`src/rtl/tsp1_defs.svh`:
```
// Constants for the three-wire serial port: field positions, reset values, rates
`ifndef TSP1_DEFS_SVH
`define TSP1_DEFS_SVH

// ----------------------------------------------------------------
// Mode selection register fields and reset values
// ----------------------------------------------------------------
`define TSP1_TS_BIT 3
`define TSP1_HIZ_BIT 2
`define TSP1_CKH_BIT 1
`define TSP1_CKL_BIT 0
`define TSP1_MODE_RST 4'h0
`define TSP1_SFR_RST 8'h00

// ----------------------------------------------------------------
// Timing
// ----------------------------------------------------------------
`define TSP1_CLK_HZ 25000000
`define TSP1_RATE_01_HZ 187500
`define TSP1_RATE_10_HZ 375000
`define TSP1_RATE_11_HZ 46875
`define TSP1_BITS 8

`endif

```
`src/rtl/tsp1_pkg.sv`:
```
// Types shared by the three-wire serial port modules
package tsp1_pkg;

	// ----------------------------------------------------------------
	// Port state
	// ----------------------------------------------------------------
	typedef enum logic [0:0] {
		TSP1_ST_WAIT = 1'b0,
		TSP1_ST_RUN = 1'b1
	} tsp1_state_t;

	parameter int TSP1_DIV_W = 9;

	typedef struct packed {
		logic [TSP1_DIV_W-1:0] cnt;
		logic tick;
	} tsp1_div_t;

	typedef struct packed {
		tsp1_state_t state;
		logic ts;
		logic hiz;
		logic [1:0] cksel;
		logic [3:0] cnt;
		logic [7:0] sr;
		logic sck_int;
		logic sck_prev;
		logic so_bit;
		logic irq;
		logic sck_o;
		logic sck_oe;
		logic so_o;
		logic so_oe;
		logic si_o;
		logic si_oe;
		logic [7:0] sfr_rd;
		logic [3:0] mode_rd;
		logic [2:0] pin_rd;
	} tsp1_core_t;

endpackage : tsp1_pkg

```
`src/rtl/tsp1_tick_if.sv`:
```
// Rate select and half-period tick between the port core and its divider
`timescale 1ns/1ps
`default_nettype none
interface tsp1_tick_if;
	logic [1:0] sel;
	logic run;
	logic tick;
	modport gen (input sel, input run, output tick);
	modport use_side (output sel, output run, input tick);
endinterface : tsp1_tick_if
`default_nettype wire

```
`src/rtl/tsp1_clkdiv.sv`:
```
// Internal shift clock divider: one tick per half period of the selected rate
`timescale 1ns/1ps
`default_nettype none
`include "tsp1_defs.svh"
module tsp1_clkdiv (
	input wire logic i_clk,
	input wire logic i_rst_n,
	tsp1_tick_if.gen tk
);
	// Rates do not divide the clock evenly; half periods round down
	localparam int HALF_01 = `TSP1_CLK_HZ / (2 * `TSP1_RATE_01_HZ);
	localparam int HALF_10 = `TSP1_CLK_HZ / (2 * `TSP1_RATE_10_HZ);
	localparam int HALF_11 = `TSP1_CLK_HZ / (2 * `TSP1_RATE_11_HZ);
	localparam int W = tsp1_pkg::TSP1_DIV_W;

	tsp1_pkg::tsp1_div_t s_q;
	tsp1_pkg::tsp1_div_t s_d;
	logic [W-1:0] last;

	always_comb begin
		case (tk.sel)
			2'h1: last = W'(HALF_01 - 1);
			2'h2: last = W'(HALF_10 - 1);
			2'h3: last = W'(HALF_11 - 1);
			default: last = '0;
		endcase
	end

	always_comb begin
		s_d = s_q;
		s_d.tick = 1'b0;
		if (!tk.run) begin
			// Restart so the first half period after release is full length
			s_d.cnt = '0;
		end else if (s_q.cnt >= last) begin
			s_d.cnt = '0;
			s_d.tick = 1'b1;
		end else begin
			s_d.cnt = s_q.cnt + W'(1);
		end
	end

	always_ff @(posedge i_clk or negedge i_rst_n) begin
		if (!i_rst_n) begin
			s_q <= '0;
		end else begin
			s_q <= s_d;
		end
	end

	assign tk.tick = s_q.tick;
endmodule : tsp1_clkdiv
`default_nettype wire

```
`src/rtl/tsp1_sync.sv`:
```
// Two-flop synchroniser, vector wide
`timescale 1ns/1ps
`default_nettype none
module tsp1_sync #(
	parameter int W = 1
) (
	input wire logic i_clk,
	input wire logic i_rst_n,
	input wire logic [W-1:0] i_d,
	output logic [W-1:0] o_q
);
	typedef struct packed {
		logic [W-1:0] meta;
		logic [W-1:0] stab;
	} tsp1_sync_t;

	tsp1_sync_t s_q;
	tsp1_sync_t s_d;

	always_comb begin
		s_d = s_q;
		s_d.meta = i_d;
		s_d.stab = s_q.meta;
	end

	always_ff @(posedge i_clk or negedge i_rst_n) begin
		if (!i_rst_n) begin
			s_q <= '0;
		end else begin
			s_q <= s_d;
		end
	end

	assign o_q = s_q.stab;
endmodule : tsp1_sync
`default_nettype wire

```
`src/rtl/tsp1_top.sv`:
```
// Three-wire serial port one: shift register, wait control, clock counter, pin muxing
// Behaviour
// - Eight-bit shift register holds send and receive data, software loads and reads it.
// - On each shift clock fall, register MSB goes to the data output.
// - On each shift clock rise, data input pin enters the register LSB.
// - Transfer begins only when software sets the start flag to one.
// - After eight shift clocks following release, port returns to wait by itself.
// - Reading the start flag shows whether a transfer is still running.
// - Writing zero to start flag while released forces wait and clears counter.
// - Clock counter starts at zero, counts rises, wraps to zero after eight.
// - Resets, clock stop and a zero start write clear the clock counter.
// - After eight clocks, clock pin goes high; counter and shift register halt.
// - Interrupt request rises on the shift clock rise where count reaches eight.
// - Master with clock pin output holds the clock pin high during wait.
// - Setting start again while released leaves clock and counter untouched.
// - Internal clock: value written in wait shows MSB at first fall after release.
// - Write while released with clock high is taken, MSB shows at once.
// - Clock select zero means slave; any other value means master.
// - Slave clock pin takes external clock when released; master drives internal clock.
// - Data output pin shifts data only with function select set and direction out.
// - Data input pin receives with direction zero, drives port latch with one.
// - Resets keep or drop directions outside; register contents count as undefined.
// - Clock select: 00 external, 01 187.5k, 10 375k, 11 46.875k.
// - Start flag is bit 3, function select bit 2; both clear on reset.
`timescale 1ns/1ps
`default_nettype none
`include "tsp1_defs.svh"
module tsp1_top (
	input wire logic I_CLK,
	input wire logic I_RST_B,
	input wire logic I_WDT_RST,
	input wire logic I_CE_RST,
	input wire logic I_CLK_STOP,
	input wire logic I_MODE_WR,
	input wire logic [3:0] I_MODE_WDATA,
	output logic [3:0] O_MODE_RDATA,
	input wire logic I_SFR_WR,
	input wire logic [7:0] I_SFR_WDATA,
	output logic [7:0] O_SFR_RDATA,
	input wire logic I_CLK_DIR,
	input wire logic I_DO_DIR,
	input wire logic I_DI_DIR,
	input wire logic [2:0] I_PORT_LATCH,
	output logic [2:0] O_PIN_RDATA,
	input wire logic I_SCK,
	output logic O_SCK,
	output logic O_SCK_OE,
	input wire logic I_SO,
	output logic O_SO,
	output logic O_SO_OE,
	input wire logic I_SI,
	output logic O_SI,
	output logic O_SI_OE,
	output logic O_IRQ
);
	// ----------------------------------------------------------------
	// Reset release and pin synchronisers
	// ----------------------------------------------------------------
	logic rst_n;
	logic [2:0] pins_s;
	logic sck_s;
	logic so_s;
	logic si_s;

	tsp1_sync #(.W(1)) u_rst_sync (
		.i_clk(I_CLK),
		.i_rst_n(I_RST_B),
		.i_d(1'b1),
		.o_q(rst_n)
	);

	tsp1_sync #(.W(3)) u_pin_sync (
		.i_clk(I_CLK),
		.i_rst_n(rst_n),
		.i_d({I_SCK, I_SO, I_SI}),
		.o_q(pins_s)
	);

	assign sck_s = pins_s[2];
	assign so_s = pins_s[1];
	assign si_s = pins_s[0];

	// ----------------------------------------------------------------
	// Internal clock divider
	// ----------------------------------------------------------------
	tsp1_pkg::tsp1_core_t s_q;
	tsp1_pkg::tsp1_core_t s_d;
	tsp1_tick_if tk ();

	tsp1_clkdiv u_div (
		.i_clk(I_CLK),
		.i_rst_n(rst_n),
		.tk(tk.gen)
	);

	logic master;
	logic drive_clk;
	logic eff_sck;
	logic rise;
	logic fall;
	logic in_bit;
	logic clear_evt;
	logic running;

	assign master = (s_q.cksel != 2'h0);
	assign drive_clk = master && I_CLK_DIR;
	assign running = (s_q.state == tsp1_pkg::TSP1_ST_RUN);
	assign tk.sel = s_q.cksel;
	assign tk.run = running && master;
	// Counter watches the internal clock when a master drives the clock pin, else the synchronised pin level
	assign eff_sck = drive_clk ? s_q.sck_int : sck_s;
	assign rise = eff_sck && !s_q.sck_prev;
	assign fall = !eff_sck && s_q.sck_prev;
	assign in_bit = I_DI_DIR ? I_PORT_LATCH[0] : si_s;
	assign clear_evt = I_WDT_RST || I_CE_RST || I_CLK_STOP;

	// ----------------------------------------------------------------
	// Next state
	// ----------------------------------------------------------------
	always_comb begin
		s_d = s_q;
		s_d.irq = 1'b0;
		s_d.sck_prev = eff_sck;
		if (running) begin
			if (tk.tick && master) begin
				s_d.sck_int = !s_q.sck_int;
			end
			if (fall) begin
				s_d.so_bit = s_q.sr[7];
			end
			if (rise) begin
				s_d.sr = {s_q.sr[6:0], in_bit};
				if (s_q.cnt == 4'(`TSP1_BITS - 1)) begin
					s_d.cnt = 4'h0;
					s_d.irq = 1'b1;
					s_d.state = tsp1_pkg::TSP1_ST_WAIT;
					s_d.ts = 1'b0;
					s_d.sck_int = 1'b1;
				end else begin
					s_d.cnt = s_q.cnt + 4'h1;
				end
			end
		end
		// Shift register is frozen in wait, so edges there change nothing
		if (I_SFR_WR) begin
			if (!running) begin
				s_d.sr = I_SFR_WDATA;
			end else if (eff_sck) begin
				s_d.sr = I_SFR_WDATA;
				s_d.so_bit = I_SFR_WDATA[7];
			end
		end
		if (I_MODE_WR) begin
			s_d.hiz = I_MODE_WDATA[`TSP1_HIZ_BIT];
			s_d.cksel = {I_MODE_WDATA[`TSP1_CKH_BIT], I_MODE_WDATA[`TSP1_CKL_BIT]};
			if (I_MODE_WDATA[`TSP1_TS_BIT]) begin
				// A set in the completion cycle wins and releases again
				s_d.state = tsp1_pkg::TSP1_ST_RUN;
				s_d.ts = 1'b1;
			end else begin
				s_d.state = tsp1_pkg::TSP1_ST_WAIT;
				s_d.ts = 1'b0;
				s_d.cnt = 4'h0;
				s_d.sck_int = 1'b1;
			end
		end
		if (clear_evt) begin
			s_d.state = tsp1_pkg::TSP1_ST_WAIT;
			s_d.ts = 1'b0;
			s_d.hiz = 1'b0;
			s_d.cksel = 2'h0;
			s_d.cnt = 4'h0;
			s_d.sck_int = 1'b1;
		end
		// Pin drivers and read-back, registered so outputs come from flops
		s_d.sck_oe = I_CLK_DIR;
		s_d.sck_o = (s_d.cksel != 2'h0) ? s_d.sck_int : I_PORT_LATCH[2];
		s_d.so_oe = I_DO_DIR;
		s_d.so_o = s_d.hiz ? s_d.so_bit : I_PORT_LATCH[1];
		s_d.si_oe = I_DI_DIR;
		s_d.si_o = I_PORT_LATCH[0];
		s_d.sfr_rd = s_d.sr;
		s_d.mode_rd = {s_d.ts, s_d.hiz, s_d.cksel};
		s_d.pin_rd = {sck_s, so_s, si_s};
	end

	always_ff @(posedge I_CLK or negedge rst_n) begin
		if (!rst_n) begin
			s_q <= '0;
			s_q.sck_int <= 1'b1;
			s_q.sck_prev <= 1'b1;
			s_q.sck_o <= 1'b1;
			s_q.sr <= `TSP1_SFR_RST;
			s_q.mode_rd <= `TSP1_MODE_RST;
		end else begin
			s_q <= s_d;
		end
	end

	// ----------------------------------------------------------------
	// Outputs
	// ----------------------------------------------------------------
	assign O_MODE_RDATA = s_q.mode_rd;
	assign O_SFR_RDATA = s_q.sfr_rd;
	assign O_PIN_RDATA = s_q.pin_rd;
	assign O_SCK = s_q.sck_o;
	assign O_SCK_OE = s_q.sck_oe;
	assign O_SO = s_q.so_o;
	assign O_SO_OE = s_q.so_oe;
	assign O_SI = s_q.si_o;
	assign O_SI_OE = s_q.si_oe;
	assign O_IRQ = s_q.irq;

	logic quiet;
	assign quiet = !I_MODE_WR && !clear_evt && !I_SFR_WR;
endmodule : tsp1_top
`default_nettype wire

```
`config.mk`:
```
export PLATFORM = sky130hd
export DESIGN_NAME = tsp1_top
export DESIGN_NICKNAME = d
export VERILOG_FILES = /design/src/rtl/tsp1_pkg.sv /design/src/rtl/tsp1_tick_if.sv /design/src/rtl/tsp1_clkdiv.sv /design/src/rtl/tsp1_sync.sv /design/src/rtl/tsp1_top.sv
export VERILOG_INCLUDE_DIRS = /design/src /design/src/rtl
export SDC_FILE = /design/constraint.sdc
export NUM_CORES = 1
export LEC_CHECK = 0
export ABC_AREA = 1
export BUFFER_PORTS_ARGS = -buffer_cell sky130_fd_sc_hd__buf_2
export CAP_MARGIN = 20
export CORE_MARGIN = 1
export CORE_UTILIZATION = 40
export CTS_BUF_LIST = sky130_fd_sc_hd__clkbuf_4 sky130_fd_sc_hd__clkbuf_8
export DETAILED_ROUTE_END_ITERATION = 6
export HOLD_SLACK_MARGIN = 0.08
export MAX_ROUTING_LAYER = met4
export PLACE_DENSITY = 0.7
export SLEW_MARGIN = 25
export SYNTH_ARGS = -nofsm -noshare
export SYNTH_HDL_FRONTEND = slang
export SYNTH_SLANG_ARGS = --single-unit
```
`constraint.sdc`:
```
create_clock -name I_CLK -period 3.35 [get_ports I_CLK]
set_input_delay 0.5025 -clock I_CLK [delete_from_list [all_inputs] [get_ports I_CLK]]
set_output_delay 0.5025 -clock I_CLK [all_outputs]
set_load 0.02 [all_outputs]
```
==> out/metrics.cfg, run 1 <==
[sta]
max-slew-margin-rel_pct = 59.1
finalCritPeriodShare_pct = 54.6
rsz0062_at_grt = no
top_achievable_clock_speed_mhz = 546
timing.final.crit_period_ns = 1.83
setup-tns-final_ns = 0
final.setup_skew_ns = 0.0132
final_hold_viol_count = 0
final-setup-viol-count = 0
timing.final.max_slew_violations = 0
fin_ws_ns = 1.52
tightest_slew_ns = 0.612

[pwr]
power_leakage_nw = 1.43
power_per_cell_area_nw_per_um2 = 432
worst_ir_drop_vdd_mv = 0.246
total_power_mw = 1.16

[critical_path]
crit_path_max_fanout = 11
cp_data_required_time_ns = 3.58
setup.worst_path.class = flip-flop to flip-flop
critical-path-max-stage-delay_ns = 0.58
cpMaxStageDelayCell = dfrtp_1
critPathCaptureType = flip-flop
worst_path_most_repeated_cell = nor2_1
critical_path_cell_list = inv_2 > nor2_1 > nand2_1 > xor2_1 > nor2_1 > nand2_1 > nor2_1 > nor2_1
arrival_ns = 2.06
worst_setup_path_start_kind = flip-flop

[global_route]
global_route.peak_usage_layer = met2
fraction_of_met3_tracks_used_by_global_routing_pct = 2.87
first_pass_grt_wire_length_um = 7540
globalRoute.totalOverflow = 0
grt_antenna_before_repair = 0
met2_routing_resource_usage_after_global_routing_pct = 26.7
globalRouteTotalUtil_pct = 16.1
met1_usage_pct = 19.3
grt_start_max_net_pins = 47
first_global_vias = 1741

[route]
route.detailed.vias_per_inst = 4.58
post-route-drc-count = 0
detail_route.wl_per_cell_um = 11.5
dr.first_iter.drc_count = 75
routed_wirelength_um = 4390
vias = 1751
drt-pass1-iter-count = 4
ant_nets = 0

[status]
run_status = finished clean

[layout]
insertedDiodeCount = 0
fillers = 540
layout.nets = 344
layout-drive-gt1-share_pct = 24.8
area.growth.synth_to_final_pct = 13.7

[clock_network]
cts_tree = built
cts-htree-levels = 2
clock_tree.buffer_depth = 2
numCtsBuffers = 5
numClockSinks = 48
clk-insertion-delay-late_ns = 0.30
post-cts-setup-buffer-count = 0
root_buffer = clkbuf_8
worst_setup_hold_path_clk_slew_ns = 0.09

[synth]
ys_ff_latch = 48
syn-cell-area_um2 = 2360
synthesis.area_per_instance_um2 = 8.75
synth_sequential_area_ratio_pct = 51.0
synth_cell_types = 34
yosysWarnings = 0
synthesis.nets = 305
post_synth_inst_count = 270

[floorplan]
die_area_um2 = 6220
core_um2 = 5610
start_util_pct = 42.1
die_w_um = 78.9
top_level_ports = 50
chipHeight_um = 78.9
std_cell_rows = 27

[hold_path]
hp-class = input pin to flip-flop

[place]
io_buffers = 49
detailed_place_hpwl_um = 3280
place_worst_setup_slack_ns = 1.53
gp_routability_congestion = 0.799

[job]
max-cap-violations = 0

layer usage:
layer	vias up	wire, um
met5	-	0
met4	0	59
met3	4	129
met2	33	2080
met1	800	2120
li1	914	-
worst max-delay path, delay by kind of cell, from the launching register on:
kind                   cells  cell delay, ns
buffers and inverters      1            0.10
AND/OR/NAND/NOR            6            0.91
XOR/XNOR                   1            0.17
flip-flops                 1            0.58
synthesized netlist by cell type:
library cell	n	area, um2
nand2_1	69	259
dfrtp_1	45	1130
inv_1	33	124
nor2_1	25	93.8
nand3_1	22	110
buf_4	16	120
a21oi_1	7	35.0
ha_1	7	87.6
nor3_1	4	20.0
o21ai_1	4	20.0
dfstp_2	3	78.8
nand2_4	3	33.8
nand3b_1	3	22.5
nand4_1	3	18.8
xor2_1	3	26.3
inv_2	2	7.51
nand2_2	2	12.5
nand3_2	2	20.0
or2_2	2	12.5
a21oi_2	1	8.76
and2_1	1	6.26
and3_1	1	6.26
buf_2	1	5.00
buf_6	1	11.3
conb_1	1	3.75
mux2i_1	1	10.0
nand4_2	1	12.5
nor2_8	1	20.0
nor3_4	1	16.3
nor4_1	1	6.26
o211ai_1	1	7.51
o21a_1	1	7.51
o21ai_0	1	5.00
o21ai_2	1	8.76
where the power goes:
group / internal, mW / leakage, nW / switching (mW) / total (mW)
Sequential: 0.606 / 0.605 / 0.0233 / 0.630
Combinational: 0.0431 / 0.762 / 0.0702 / 0.113
Clock: 0.230 / 0.0586 / 0.187 / 0.417
Total: 0.879 / 1.43 / 0.281 / 1.16
final timing paths:
path | cells after the start | end | from | slack (ns)
setup / recovery | 8 | O_SCK$_DFF_PN1_ | running$_DFF_PN0_ | 1.52
hold / removal | 1 | u_pin_sync.s_d[0]$_DFF_PN0_ | I_SI | 0.30
setup reg to reg | 8 | O_SCK$_DFF_PN1_ | running$_DFF_PN0_ | 1.52
hold reg to reg | 0 | s_q[34]$_DFF_PN0_ | u_rst_sync.o_q$_DFF_PN0_ | 0.34
max in group asynchronous | 0 | u_div.s_q[4]$_DFF_PN0_ | u_rst_sync.o_q$_DFF_PN0_ | 2.61
min in group asynchronous | 0 | s_q[34]$_DFF_PN0_ | u_rst_sync.o_q$_DFF_PN0_ | 0.34
logic make-up (layout without fill, tap and decap cells):
kind of cell / count (synthesis) / in the layout / share of synthesized area [%]
adders and majority gates: 7 / 7 / 3.71
xor gates and xnor gates: 3 / 3 / 1.11
and+or+nand+nor: 141 / 141 / 28.4
buffers and inverters: 53 / 93 / 11.3
AOI/OAI and AO/OA: 16 / 16 / 3.92
DFF: 48 / 48 / 51.0
other: 1 / 1 / 0.159
muxes: 1 / 1 / 0.424
through the flow:
step	hold slack, ns	util (%)	area (um2)	std cells
after floorplan	0.207	-	2360	270
after global placement	0.288	45.7	2560	373
after detailed placement	0.288	45.7	2560	373
after CTS	0.295	47.9	2690	382
after global routing	0.293	47.9	2690	382
final	0.301	47.9	2690	382
layout make-up:
type                       instances  area, um2  area share [%]
sequential                        48       1210            45.0
multi-input combinational        169        891            33.1
timing repair buffer              50        255            9.50
inverter                          35        131            4.89
tap                               72       90.1            3.35
clock buffer                       6       76.3            2.84
clock inverter                     2       35.0            1.30
state kept, by name, summed over array words and instances (netlist names), 3 cells and up:
| register | flops |
|---|---|
| u_pin_sync.o_q | 3 |
| u_pin_sync.s_d | 3 |
| s_q | 7 |
| O_MODE_RDATA | 4 |
| u_div.s_q | 9 |
| O_PIN_RDATA | 3 |
| O_SFR_RDATA | 8 |
cell usage in the layout (no fill, tap or decap), types with 3 or more instances in the layout:
| master | Yosys | final |
|---|---|---|
| nor3_1 | 4 | 4 |
| xor2_1 | 3 | 3 |
| buf_2 | 1 | 49 |
| dfrtp_1 | 45 | 44 |
| clkbuf_8 | 0 | 5 |
| nand3_1 | 22 | 22 |
| nor2_1 | 25 | 25 |
| ha_1 | 7 | 7 |
| dfstp_2 | 3 | 3 |
| nand2_1 | 69 | 69 |
| nand3b_1 | 3 | 3 |
| o21ai_1 | 4 | 4 |
| nand4_1 | 3 | 3 |
| inv_1 | 33 | 33 |
| nand2_4 | 3 | 3 |
| a21oi_1 | 7 | 7 |
what timing repair did:
item	in CTS	in global routing
resized for setup	0	0
hold buffers	1	0
hold endpoints to repair	2	0
(Power assumes the default switching activity.)
==> run 2, diff against run 1 <==
- clock period: 3.35 -> 1.9 ns (I/O delays scaled with it)
==> run 2 against run 1 <==
Final cell count up 1.6%. Final area grew 2.9%. First-iteration DRC count increased by 61%. Register-to-register slack got worse by 1.3 ns. Via count increased by 3.8%. Setup slack got worse by 1.3 ns. Critical path depth is 1 lower. Combinational power grew 96%. Hold slack got worse by 0.21 ns.
==> out/metrics.cfg, run 2 (same netlist as run 1, synthesis figures left out) <==
[floorplan]
std_cell_rows = 27  ; unchanged
die_area_um2 = 6220  ; unchanged
start_util_pct = 42.1  ; unchanged
core_um2 = 5610  ; unchanged
top_level_ports = 50  ; unchanged
chipHeight_um = 78.9  ; unchanged
die_w_um = 78.9  ; unchanged

[layout]
layout.cells.most_common = nand2_1  ; unchanged
registers.top_by_ff_count = u_div.s_q  ; unchanged
largest_register_ffs = 9  ; unchanged
insertedDiodeCount = 0  ; unchanged
layout_common_cells = nand2_1 (69), buf_2 (49), dfrtp_1 (42), inv_1 (33), nor2_1 (25)  ; was nand2_1 (69), buf_2 (49), dfrtp_1 (44), inv_1 (33), nor2_1 (25)
fin_util_pct = 49.3  ; was 47.9%
area.growth.synth_to_final_pct = 17.0  ; was 13.7%
finish.cell_count_without_fillers = 388  ; was 382
fillers = 546  ; was 540
layout-drive-gt1-share_pct = 26.3  ; was 24.8%
layout.nets = 350  ; was 344

[sta]
final-setup-viol-count = 0  ; unchanged
timing.final.crit_period_ns = 1.71  ; was 1.83 ns
timing.final.max_slew_violations = 0  ; unchanged
rsz0062_at_grt = no  ; unchanged
top_achievable_clock_speed_mhz = 584  ; was 546 MHz
finalCritPeriodShare_pct = 90.2  ; was 54.6%
final.setup_skew_ns = 0.0109  ; was 0.0132 ns
final_hold_viol_count = 0  ; unchanged
hold-worst-slack_ns = 0.0950  ; was 0.301 ns
setup-tns-final_ns = 0  ; unchanged

[critical_path]
cp_data_required_time_ns = 2.14  ; was 3.58 ns
critPathCaptureType = flip-flop  ; unchanged
worst_setup_path_start_kind = flip-flop  ; unchanged
crit_path_max_fanout = 10  ; was 11
reg2reg_from = O_MODE_RDATA[0]$_DFF_PN0_  ; was running$_DFF_PN0_
setup.worst_path.class = flip-flop to flip-flop  ; unchanged
arrival_ns = 1.96  ; was 2.06 ns
setup.worst_path.start = O_MODE_RDATA[0]$_DFF_PN0_  ; was running$_DFF_PN0_

[route]
top_signal_layer_used = met4  ; unchanged
met2_routed_wirelength_um = 2040  ; was 2080 um
ant_nets = 0  ; unchanged
drt-pass1-iter-count = 4  ; unchanged
detail_route.wl_per_cell_um = 11.3  ; was 11.5 um
dr.first_iter.drc_count = 121  ; was 75
wirelength_met1_um = 2090  ; was 2120 um
routed_wirelength_um = 4370  ; was 4390 um
route.detailed.vias_per_inst = 4.69  ; was 4.58
post-route-drc-count = 0  ; unchanged
vias = 1818  ; was 1751
met3_wirelength_um = 172  ; was 129 um

[hold_path]
worst_hold_startpoint = I_SO  ; was I_SI
hp-class = input pin to flip-flop  ; unchanged

[clock_network]
clk-insertion-delay-late_ns = 0.30  ; about the same
cts_tree = built  ; unchanged
root_buffer = clkbuf_8  ; unchanged
cts-htree-levels = 2  ; unchanged
worst_setup_hold_path_clk_slew_ns = 0.09  ; about the same
numCtsBuffers = 5  ; unchanged
clock_tree.buffer_depth = 2  ; unchanged
numClockSinks = 48  ; unchanged
post-cts-setup-buffer-count = 0  ; unchanged

[status]
run_status = finished clean  ; unchanged

[pwr]
power_per_cell_area_nw_per_um2 = 741  ; was 432 nW/um2
power_leakage_nw = 1.46  ; was 1.43 nW
total_power_mw = 2.05  ; was 1.16 mW
worst_ir_drop_vdd_mv = 0.396  ; was 0.246 mV

[global_route]
first_global_vias = 1649  ; was 1741
grt_start_max_net_pins = 32  ; was 47
globalRoute.totalOverflow = 0  ; unchanged
grt_antenna_before_repair = 0  ; unchanged
globalRouteTotalUtil_pct = 15.4  ; was 16.1%
first_pass_grt_wire_length_um = 7220  ; was 7540 um

[place]
detailed_place_hpwl_um = 3190  ; was 3280 um
io_buffers = 49  ; unchanged
post-place-cells = 376  ; was 373
gp_routability_congestion = 0.835  ; was 0.799

[job]
max-cap-violations = 0  ; unchanged

-- run 2: area by class of cell --
type	count	area [um2]	share of cell area, %
clock buffers	6	76.3	2.76
clock inverters	2	35.0	1.27
inverters	35	131	4.75
multi-input cells	169	905	32.7
flip-flops and latches	48	1210	43.7
well taps	72	90.1	3.26
repair buffers	56	320	11.6
-- run 2: path summary, 6_finish.rpt --
check                                         endpoint  slack (ns)  depth (start not counted)
min reg2reg                     u_div.s_q[8]$_DFF_PN0_        0.18                          0
max                            u_div.tk.tick$_DFF_PN0_        0.19                          7
min                        u_pin_sync.s_d[1]$_DFF_PN0_         0.1                          1
max in group asynchronous            s_q[23]$_DFF_PN1_        1.16                          1
max reg2reg                    u_div.tk.tick$_DFF_PN0_        0.19                          7
min in group asynchronous       u_div.s_q[8]$_DFF_PN0_        0.18                          0
-- run 2: timing repair --
action,4_1_cts,5_1_grt
resized for setup,0,4
hold endpoints to repair,3,2
hold buffers,2,2
setup endpoints to repair,0,10
-- run 2: metrics by stage --
stage / setup slack, ns / cell area, um2
floorplan: 0.294 / 2360
global placement: 0.152 / 2600
detailed placement: 0.0905 / 2600
CTS: 0.0728 / 2730
global route: 0.0490 / 2770
finish: 0.187 / 2770
-- run 2: worst max-delay path: stages (launching register included) --
cell     delay (ns)
dfrtp_2        0.44
nand2_1        0.10
ha_1           0.34
inv_1          0.07
nor3_2         0.18
nand4_1        0.17
nand4_4        0.21
and2_1         0.15
-- run 2: power breakdown --
group          switching [mW]  internal, mW
sequential             0.0291          1.07
combinational           0.137        0.0852
clock                   0.324         0.405
-- run 2: metal layers --
metal  global-route usage (%)  up-vias
met3                     3.45        6
li1                         -      915
met4                     5.27        0
met2                     23.7       46
met5                        -        -
met1                     20.2      851
